--- src/include/mia_map.svh ---
// Register map, field positions, reset values and interrupt numbering
`ifndef MIA_MAP_SVH
`define MIA_MAP_SVH

`define MIA_ADDR_W 8
`define MIA_DATA_W 32
`define MIA_HALF_W 16

// Register byte offsets
`define MIA_OFS_FLAG_A 8'h00
`define MIA_OFS_FLAG_B 8'h04
`define MIA_OFS_ENABLE_A 8'h08
`define MIA_OFS_ENABLE_B 8'h0C
`define MIA_OFS_CRIT_A 8'h10
`define MIA_OFS_CRIT_B 8'h14
`define MIA_OFS_MODE 8'h18
`define MIA_OFS_EVT_STAT 8'h1C
`define MIA_OFS_EVT_MASK 8'h20

// Mode register bits
`define MIA_MODE_GDIS 0
`define MIA_MODE_DEBUG_EVENT_MASK 1
`define MIA_MODE_EWP 2

// Event bits
`define MIA_EVT_W 2
`define MIA_EVT_ACCEPT 0
`define MIA_EVT_RETURN 1

// Reset values
`define MIA_RST_GDIS 1'b1
`define MIA_RST_DEBUG_EVENT_MASK 1'b1
`define MIA_RST_EWP 1'b0
`define MIA_RST_WORD 32'h0000_0000
`define MIA_RST_HALF 16'h0000
`define MIA_RST_EVT 2'h0

// Maskable interrupt numbers 2..26
`define MIA_VALID_MASK 32'h07FF_FFFC
`define MIA_VEC_W 5
`define MIA_NUM_IRQ 25
// Highest priority first: bus error, then 2..23 by table, data log, os event
`define MIA_PRIO_ORDER {5'h18, 5'h02, 5'h10, 5'h03, 5'h04, 5'h05, 5'h11, 5'h06, 5'h07, 5'h08, \
  5'h12, 5'h09, 5'h0A, 5'h0B, 5'h13, 5'h0C, 5'h0D, 5'h14, 5'h15, 5'h0E, 5'h0F, 5'h16, 5'h17, 5'h19, 5'h1A}

`endif

--- src/include/mia_pkg.sv ---
// Types for the maskable interrupt acceptance block
package mia_pkg;

  typedef enum logic [2:0] {
    ST_RUN = 3'b001,
    ST_DRAIN = 3'b010,
    ST_BRANCH = 3'b100
  } mia_state_e;

  typedef struct packed {
    mia_state_e st;
    logic [31:0] flag;
    logic [31:0] enable;
    logic [31:0] crit;
    logic gdis;
    logic debug_event_mask;
    logic ewp;
    logic saved_gdis;
    logic saved_debug_event_mask;
    logic saved_ewp;
    logic [15:0] saved_status;
    logic in_isr;
    logic [4:0] vec;
    logic [1:0] evt;
    logic [1:0] evt_mask;
    logic irq;
    logic hold;
    logic flush;
    logic redirect;
    logic restore;
    logic [15:0] restore_status;
    logic pready;
    logic pslverr;
    logic [31:0] prdata;
  } mia_state_s;

  typedef struct packed {
    logic meta;
    logic sync;
  } mia_rst_s;

endpackage : mia_pkg

--- src/rtl/mia_accept.sv ---
// Maskable interrupt acceptance with APB register access
`timescale 1ns/1ps
`include "mia_map.svh"

module mia_accept (
  input wire logic CLK,
  input wire logic RSTN,
  input wire logic PSEL,
  input wire logic PENABLE,
  input wire logic PWRITE,
  input wire logic [7:0] PADDR,
  input wire logic [31:0] PWDATA,
  output logic PREADY,
  output logic [31:0] PRDATA,
  output logic PSLVERR,
  input wire logic [31:0] IRQ_REQ,
  input wire logic RT_EMU_HALT,
  input wire logic DECODE_EMPTY,
  input wire logic RETI,
  input wire logic [15:0] CPU_STATUS,
  output logic FETCH_HOLD,
  output logic FLUSH_YOUNGER,
  output logic REDIRECT,
  output logic [4:0] REDIRECT_VECTOR,
  output logic CTX_RESTORE,
  output logic [15:0] RESTORE_STATUS,
  output logic GLOBAL_IRQ_DISABLE,
  output logic DEBUG_EVENT_MASK,
  output logic EMU_REG_WRITE_PERMIT,
  output logic IRQ
);

  mia_pkg::mia_rst_s rst;
  mia_pkg::mia_state_s cur;
  mia_pkg::mia_state_s next_s;
  logic rst_n;
  logic [31:0] eligible;
  logic found;
  logic [4:0] pick_vec;

  // Reset release through two flops
  always_ff @(posedge CLK or negedge RSTN) begin
    if (!RSTN) begin
      rst <= '0;
    end else begin
      rst.meta <= 1'b1;
      rst.sync <= rst.meta;
    end
  end

  assign rst_n = rst.sync;

  // Address decode shared by read and write
  function automatic logic mapped(input logic [7:0] a);
    return a == `MIA_OFS_FLAG_A || a == `MIA_OFS_FLAG_B || a == `MIA_OFS_ENABLE_A ||
      a == `MIA_OFS_ENABLE_B || a == `MIA_OFS_CRIT_A || a == `MIA_OFS_CRIT_B ||
      a == `MIA_OFS_MODE || a == `MIA_OFS_EVT_STAT || a == `MIA_OFS_EVT_MASK;
  endfunction : mapped

  // Places a 16-bit write into the low or high half of a 32-bit field
  function automatic logic [31:0] half_mask(input logic hi, input logic [15:0] d);
    return hi ? {d, `MIA_RST_HALF} : {`MIA_RST_HALF, d};
  endfunction : half_mask

  always_comb begin
    if (RT_EMU_HALT) begin
      eligible = cur.flag & cur.enable & cur.crit;
    end else if (cur.gdis) begin
      eligible = `MIA_RST_WORD;
    end else begin
      eligible = cur.flag & cur.enable;
    end
  end

  mia_prio_pick u_pick (
    .eligible(eligible),
    .found(found),
    .vector(pick_vec)
  );

  always_comb begin
    logic setup;
    logic wr;
    logic rd;
    logic [31:0] clr;
    logic [15:0] wd;
    logic [2:0] mode_rd;
    setup = PSEL & ~PENABLE;
    wr = PSEL & PENABLE & cur.pready & PWRITE;
    rd = PSEL & PENABLE & cur.pready & ~PWRITE;
    clr = `MIA_RST_WORD;
    wd = PWDATA[15:0];
    mode_rd = {cur.ewp, cur.debug_event_mask, cur.gdis};
    next_s = cur;
    next_s.flush = 1'b0;
    next_s.redirect = 1'b0;
    next_s.restore = 1'b0;

    // APB answer: ready in the first access cycle
    next_s.pready = setup;
    next_s.pslverr = setup & ~mapped(PADDR);
    if (setup) begin
      unique case (PADDR)
        `MIA_OFS_FLAG_A: next_s.prdata = {`MIA_RST_HALF, cur.flag[15:0]};
        `MIA_OFS_FLAG_B: next_s.prdata = {`MIA_RST_HALF, cur.flag[31:16]};
        `MIA_OFS_ENABLE_A: next_s.prdata = {`MIA_RST_HALF, cur.enable[15:0]};
        `MIA_OFS_ENABLE_B: next_s.prdata = {`MIA_RST_HALF, cur.enable[31:16]};
        `MIA_OFS_CRIT_A: next_s.prdata = {`MIA_RST_HALF, cur.crit[15:0]};
        `MIA_OFS_CRIT_B: next_s.prdata = {`MIA_RST_HALF, cur.crit[31:16]};
        `MIA_OFS_MODE: next_s.prdata = {29'h0000_0000, mode_rd};
        `MIA_OFS_EVT_STAT: next_s.prdata = {30'h0000_0000, cur.evt};
        `MIA_OFS_EVT_MASK: next_s.prdata = {30'h0000_0000, cur.evt_mask};
        default: next_s.prdata = `MIA_RST_WORD;
      endcase
    end

    // Register writes
    if (wr) begin
      unique case (PADDR)
        `MIA_OFS_FLAG_A: clr = half_mask(1'b0, wd);
        `MIA_OFS_FLAG_B: clr = half_mask(1'b1, wd);
        `MIA_OFS_ENABLE_A: next_s.enable[15:0] = wd;
        `MIA_OFS_ENABLE_B: next_s.enable[31:16] = wd;
        `MIA_OFS_CRIT_A: next_s.crit[15:0] = wd;
        `MIA_OFS_CRIT_B: next_s.crit[31:16] = wd;
        `MIA_OFS_MODE: begin
          next_s.gdis = PWDATA[`MIA_MODE_GDIS];
          next_s.debug_event_mask = PWDATA[`MIA_MODE_DEBUG_EVENT_MASK];
          next_s.ewp = PWDATA[`MIA_MODE_EWP];
        end
        `MIA_OFS_EVT_MASK: next_s.evt_mask = PWDATA[`MIA_EVT_W-1:0];
        default: begin
        end
      endcase
    end
    next_s.enable = next_s.enable & `MIA_VALID_MASK;
    next_s.crit = next_s.crit & `MIA_VALID_MASK;

    // Read of the event register clears it
    if (rd && PADDR == `MIA_OFS_EVT_STAT) begin
      next_s.evt = `MIA_RST_EVT;
    end

    // Acceptance sequence
    unique case (cur.st)
      mia_pkg::ST_RUN: begin
        if (found && !cur.in_isr) begin
          next_s.vec = pick_vec;
          next_s.hold = 1'b1;
          next_s.flush = 1'b1;
          next_s.st = mia_pkg::ST_DRAIN;
        end
      end
      mia_pkg::ST_DRAIN: begin
        if (DECODE_EMPTY) begin
          next_s.st = mia_pkg::ST_BRANCH;
        end
      end
      mia_pkg::ST_BRANCH: begin
        next_s.hold = 1'b0;
        next_s.st = mia_pkg::ST_RUN;
        // Flag withdrawn by software while draining: fetch resumes unredirected
        if (cur.flag[cur.vec]) begin
          next_s.redirect = 1'b1;
          clr[cur.vec] = 1'b1;
          next_s.saved_gdis = cur.gdis;
          next_s.saved_debug_event_mask = cur.debug_event_mask;
          next_s.saved_ewp = cur.ewp;
          next_s.saved_status = CPU_STATUS;
          next_s.gdis = 1'b1;
          next_s.debug_event_mask = 1'b1;
          next_s.ewp = 1'b0;
          next_s.in_isr = 1'b1;
          next_s.evt[`MIA_EVT_ACCEPT] = 1'b1;
        end
      end
    endcase

    // Return from the service routine
    if (RETI && cur.in_isr && cur.st == mia_pkg::ST_RUN) begin
      next_s.gdis = cur.saved_gdis;
      next_s.debug_event_mask = cur.saved_debug_event_mask;
      next_s.ewp = cur.saved_ewp;
      next_s.restore = 1'b1;
      next_s.restore_status = cur.saved_status;
      next_s.in_isr = 1'b0;
      next_s.evt[`MIA_EVT_RETURN] = 1'b1;
    end

    // New requests win over any clear in the same cycle
    next_s.flag = ((cur.flag & ~clr) | IRQ_REQ) & `MIA_VALID_MASK;
    next_s.irq = |(next_s.evt & next_s.evt_mask);
  end

  always_ff @(posedge CLK or negedge rst_n) begin
    if (!rst_n) begin
      cur <= '0;
      cur.st <= mia_pkg::ST_RUN;
      cur.gdis <= `MIA_RST_GDIS;
      cur.debug_event_mask <= `MIA_RST_DEBUG_EVENT_MASK;
      cur.ewp <= `MIA_RST_EWP;
    end else begin
      cur <= next_s;
    end
  end

  assign PREADY = cur.pready;
  assign PRDATA = cur.prdata;
  assign PSLVERR = cur.pslverr;
  assign FETCH_HOLD = cur.hold;
  assign FLUSH_YOUNGER = cur.flush;
  assign REDIRECT = cur.redirect;
  assign REDIRECT_VECTOR = cur.vec;
  assign CTX_RESTORE = cur.restore;
  assign RESTORE_STATUS = cur.restore_status;
  assign GLOBAL_IRQ_DISABLE = cur.gdis;
  assign DEBUG_EVENT_MASK = cur.debug_event_mask;
  assign EMU_REG_WRITE_PERMIT = cur.ewp;
  assign IRQ = cur.irq;

endmodule : mia_accept

--- src/rtl/mia_prio_pick.sv ---
// Fixed-priority picker over eligible maskable interrupts
`timescale 1ns/1ps
`include "mia_map.svh"

module mia_prio_pick (
  input wire logic [31:0] eligible,
  output logic found,
  output logic [4:0] vector
);

  localparam logic [`MIA_NUM_IRQ*`MIA_VEC_W-1:0] PRIO = `MIA_PRIO_ORDER;

  // Walks from lowest to highest priority so the highest one wins
  function automatic logic [5:0] pick(input logic [31:0] elig);
    logic [5:0] res;
    logic [4:0] v;
    res = 6'h00;
    for (int i = 0; i < `MIA_NUM_IRQ; i++) begin
      v = PRIO[i*`MIA_VEC_W +: `MIA_VEC_W];
      if (elig[v]) begin
        res = {1'b1, v};
      end
    end
    return res;
  endfunction : pick

  always_comb begin
    {found, vector} = pick(eligible);
  end

endmodule : mia_prio_pick

--- config.mk ---
export PLATFORM = sky130hd
export DESIGN_NAME = mia_accept
export DESIGN_NICKNAME = d
export VERILOG_FILES = /design/src/include/mia_pkg.sv /design/src/rtl/mia_accept.sv /design/src/rtl/mia_prio_pick.sv
export VERILOG_INCLUDE_DIRS = /design/src /design/src/include
export SDC_FILE = /design/constraint.sdc
export NUM_CORES = 1
export LEC_CHECK = 0
export CORE_MARGIN = 4
export CORE_UTILIZATION = 45
export DETAILED_ROUTE_END_ITERATION = 10
export DONT_BUFFER_PORTS = 1
export PLACE_DENSITY = 0.61
export SKIP_LAST_GASP = 1
export SYNTH_ARGS = -nofsm -noshare
export SYNTH_HDL_FRONTEND = slang
export SYNTH_SLANG_ARGS = --single-unit
--- constraint.sdc ---
create_clock -name CLK -period 10.42 [get_ports CLK]
set_input_delay 1.563 -clock CLK [delete_from_list [all_inputs] [get_ports CLK]]
set_output_delay 1.563 -clock CLK [all_outputs]
set_load 0.03 [all_outputs]
==> impl_metrics.csv <==
group,metric,value,unit
pwr,p_sw_frac,0.329,
placement,portBuffers,0,
sta,fin_crit,4.12,ns
finish,multi_input_area,3330,µm²
floorplanning,start_util,0.461,
route,route.final.wire_length,22000,µm
route,drc,0,
global_route,antenna_found_initial,3,
synth,syn_avg_cell_area,9.92,µm²
sta,maxSlewHeadroom,0.196,
placement,place_area,7490,µm²
clocking,cts_sinks,151,
floorplanning,die_h,139,µm
route,post_drt_via_cell_ratio,6.05,
finish,ff_latch_area,3790,µm²
pwr,powerDensity,200,nW/µm²
floorplanning,die_area,19200,µm²
worst_setup_path,critPathRequiredTime,10.74,ns
clocking,cts_setup_buffers,0,
sta,finClkSkew,0.0109,ns
sta,fin_crit_sh,0.396,
route,drt_iter0_drc,594,
pwr,finalPower,0.00162,W
synth,yosys_warnings,0,
sta,rsz0062_at_grt,"no",
finish,fill_cells,1555,
global_route,grt_start_max_net_pins,82,
global_route,grt_pass1_wl,34700,µm
worst_hold_path,hold_start,"rst[1]",
pwr,leakagePower,3.48,nW
synth,async_reset_ff_frac,1.00,
outcome,status,"finished clean",
sta,max_freq,0.242,GHz
pwr,p_seq_frac,0.506,
placement,place_congestion,0.909,
worst_setup_path,reg2reg_slack,6.69,ns
pwr,intPower,0.00109,W
synth,syn_inst,773,
placement,dp_hpwl,15700,µm
sta,setup_violations,0,
worst_setup_path,r2r_start,"REDIRECT_VECTOR[1]",
clocking,cts_inserted_buffers,17,
clocking,clock_latency,0.44,ns
synth,synth_seq_cells,151,
global_route,grt_pass1_vias,5898,
synth,synth_area,7660,µm²
floorplanning,die_w,139,µm
worst_setup_path,rr_endpoint,"cur[155]",
worst_hold_path,min_path_type,"reg -> reg",
synth,ys_dominant_reg_cell,"dfrtp_1",
route,drtPass1Iterations,5,
clocking,clk_pin_slew_worst_paths,0.07,ns
floorplanning,io_pins,159,
finish,drive_above_1_share,0.155,
finish,fin_area,8120,µm²
worst_hold_path,min_to,"rst_n",
finish,nNetsFinal,820,
flow_run,maxCapViolations,0,
clocking,cts_tree,"built",
clocking,ctsHoldBuffers,0,
synth,ys_seq_area_frac,0.493,
worst_setup_path,critPathArrivalTime,4.44,ns
route,via_count,5800,
pwr,switching_power,0.000533,W
global_route,overflow,0,
worst_setup_path,start_kind,"input pin",
route,wl_per_cell,23.0,µm
pwr,ir_drop,0.000175,V
floorplanning,fp.coreArea,16600,µm²
route,ant_nets,0,
worst_hold_path,whs_path_depth,0,
synth,synth.distinct_cells,67,
pwr,clkPwrFrac,0.396,
clocking,clk_path_buf_depth,2,
finish,fin_util,0.488,
pwr,combPwrFrac,0.098,
clocking,htreeDepth,4,
clocking,cts_resized,0,
sta,tightest_slew,1.20,ns
sta,slew_viol_final,0,
worst_setup_path,critical_path_class,"in -> reg",
worst_setup_path,worst-path-max-fanout,19,
sta,setup_tns,0,ns
floorplanning,rows,47,
finish,area_growth,5.93,%
worst_setup_path,worstRegToRegCells,7,
worst_setup_path,endpoint_kind,"flop",
clocking,cts_root_buf,"clkbuf_16",
global_route,grt_usage,0.232,
synth,synth_edf_count,0,
sta,hold_viol,0,
==> worst max path at each step <==
stage,endpoint,start,slack [ns],cells after the start
2_1_floorplan,CTX_RESTORE,rst_n,5.91,0
3_3_place_gp,cur[141],PADDR[5],6.10,5
3_5_place_dp,cur[141],PADDR[5],6.00,5
4_1_cts,cur[142],PADDR[5],6.45,5
5_1_grt,cur[142],PADDR[5],6.29,5
6_report,cur[142],PADDR[5],6.30,5
==> Yosys cell counts, types with 7 or more instances <==
| cell | instances | area share |
|---|---|---|
| mux2_2 | 43 | 0.063 |
| a31o_2 | 17 | 0.019 |
| nor3_1 | 10 | 0.0065 |
| and2_1 | 7 | 0.0057 |
| dfrtp_1 | 148 | 0.48 |
| nand2_1 | 172 | 0.084 |
| clkbuf_1 | 26 | 0.013 |
| inv_1 | 18 | 0.0088 |
| nand3_1 | 15 | 0.0098 |
| nor2_1 | 26 | 0.013 |
| nand2b_1 | 17 | 0.014 |
| a21oi_1 | 20 | 0.013 |
| o21ai_0 | 50 | 0.033 |
| buf_4 | 55 | 0.054 |
| a22oi_1 | 19 | 0.019 |
| a221oi_1 | 9 | 0.010 |
==> worst max-delay path: stages <==
cell,delay [ns]
nor4_1,0.42
nand3_1,0.25
nor2_1,0.96
nand2_1,0.77
mux2_2,0.48
==> kinds of logic (layout without fill, tap and decap cells) <==
| kind of cell | Yosys count | count (layout) | share of synthesized area |
|---|---|---|---|
| AOI/OAI and AO/OA | 174 | 174 | 0.167 |
| other | 2 | 19 | 0.000980 |
| DFF | 151 | 151 | 0.493 |
| muxes | 60 | 60 | 0.0945 |
| buffers and inverters | 106 | 55 | 0.0813 |
| and+or+nand+nor | 280 | 280 | 0.163 |
==> area by class of cell <==
type	instances	area share
inverter	20	0.00925
multi-input combinational	531	0.410
timing repair buffer	3	0.00277
tap	220	0.0339
clock buffer	17	0.0524
sequential	151	0.466
clock inverter	15	0.0250
antenna	2	0.000616
==> layer usage <==
layer / track usage / wire length, µm
met1: 0.301 / 9140
met2: 0.363 / 10200
met3: 0.0670 / 1790
met4: 0.105 / 860
met5: 0 / 13
==> per-stage QoR <==
| step | cells | setup WS [ns] | hold slack, ns |
|---|---|---|---|
| floorplan | 788 | 5.91 | 0.331 |
| global placement | 925 | 6.10 | 0.341 |
| detailed placement | 925 | 6.00 | 0.341 |
| CTS | 957 | 6.45 | 0.359 |
| global route | 959 | 6.29 | 0.378 |
| finish | 959 | 6.30 | 0.354 |
==> power by group through the flow <==
stage	combinational, W	sequential (W)	clock (W)
6_report	0.000159	0.000820	0.000643
5_1_grt	0.000180	0.000833	0.000678
4_1_cts	0.000161	0.000822	0.000651
3_5_place_dp	0.000161	0.000833	0
3_3_place_gp	0.000153	0.000827	0
2_1_floorplan	0.000249	0.000743	0
==> cell usage in the layout (no fill, tap or decap), types with 6 or more instances in the layout <==
| cell | instances |
|---|---|
| nand2_1 | 172 |
| dfrtp_1 | 147 |
| o21ai_0 | 50 |
| mux2_2 | 43 |
| nor2_1 | 26 |
| a21oi_1 | 20 |
| a22oi_1 | 19 |
| inv_1 | 18 |
| nand2b_1 | 17 |
| a31o_2 | 17 |
| conb_1 | 17 |
| clkbuf_16 | 17 |
| nand3_1 | 15 |
| nor3_1 | 9 |
| a221oi_1 | 9 |
| and2_1 | 7 |
| mux2i_1 | 6 |
| o2111a_1 | 6 |
| mux2_1 | 6 |
==> sequential cells by signal, indices dropped and copies added, names as in the netlist <==
name and flops:
DEBUG_EVENT_MASK 1, IRQ 1, PRDATA 16, CTX_RESTORE 1
PSLVERR 1, RESTORE_STATUS 16, rst_n 1, rst 1
REDIRECT_VECTOR 5, FLUSH_YOUNGER 1, REDIRECT 1, GLOBAL_IRQ_DISABLE 1
cur 102, EMU_REG_WRITE_PERMIT 1, FETCH_HOLD 1, PREADY 1
Power figures use the tool's default switching activity.
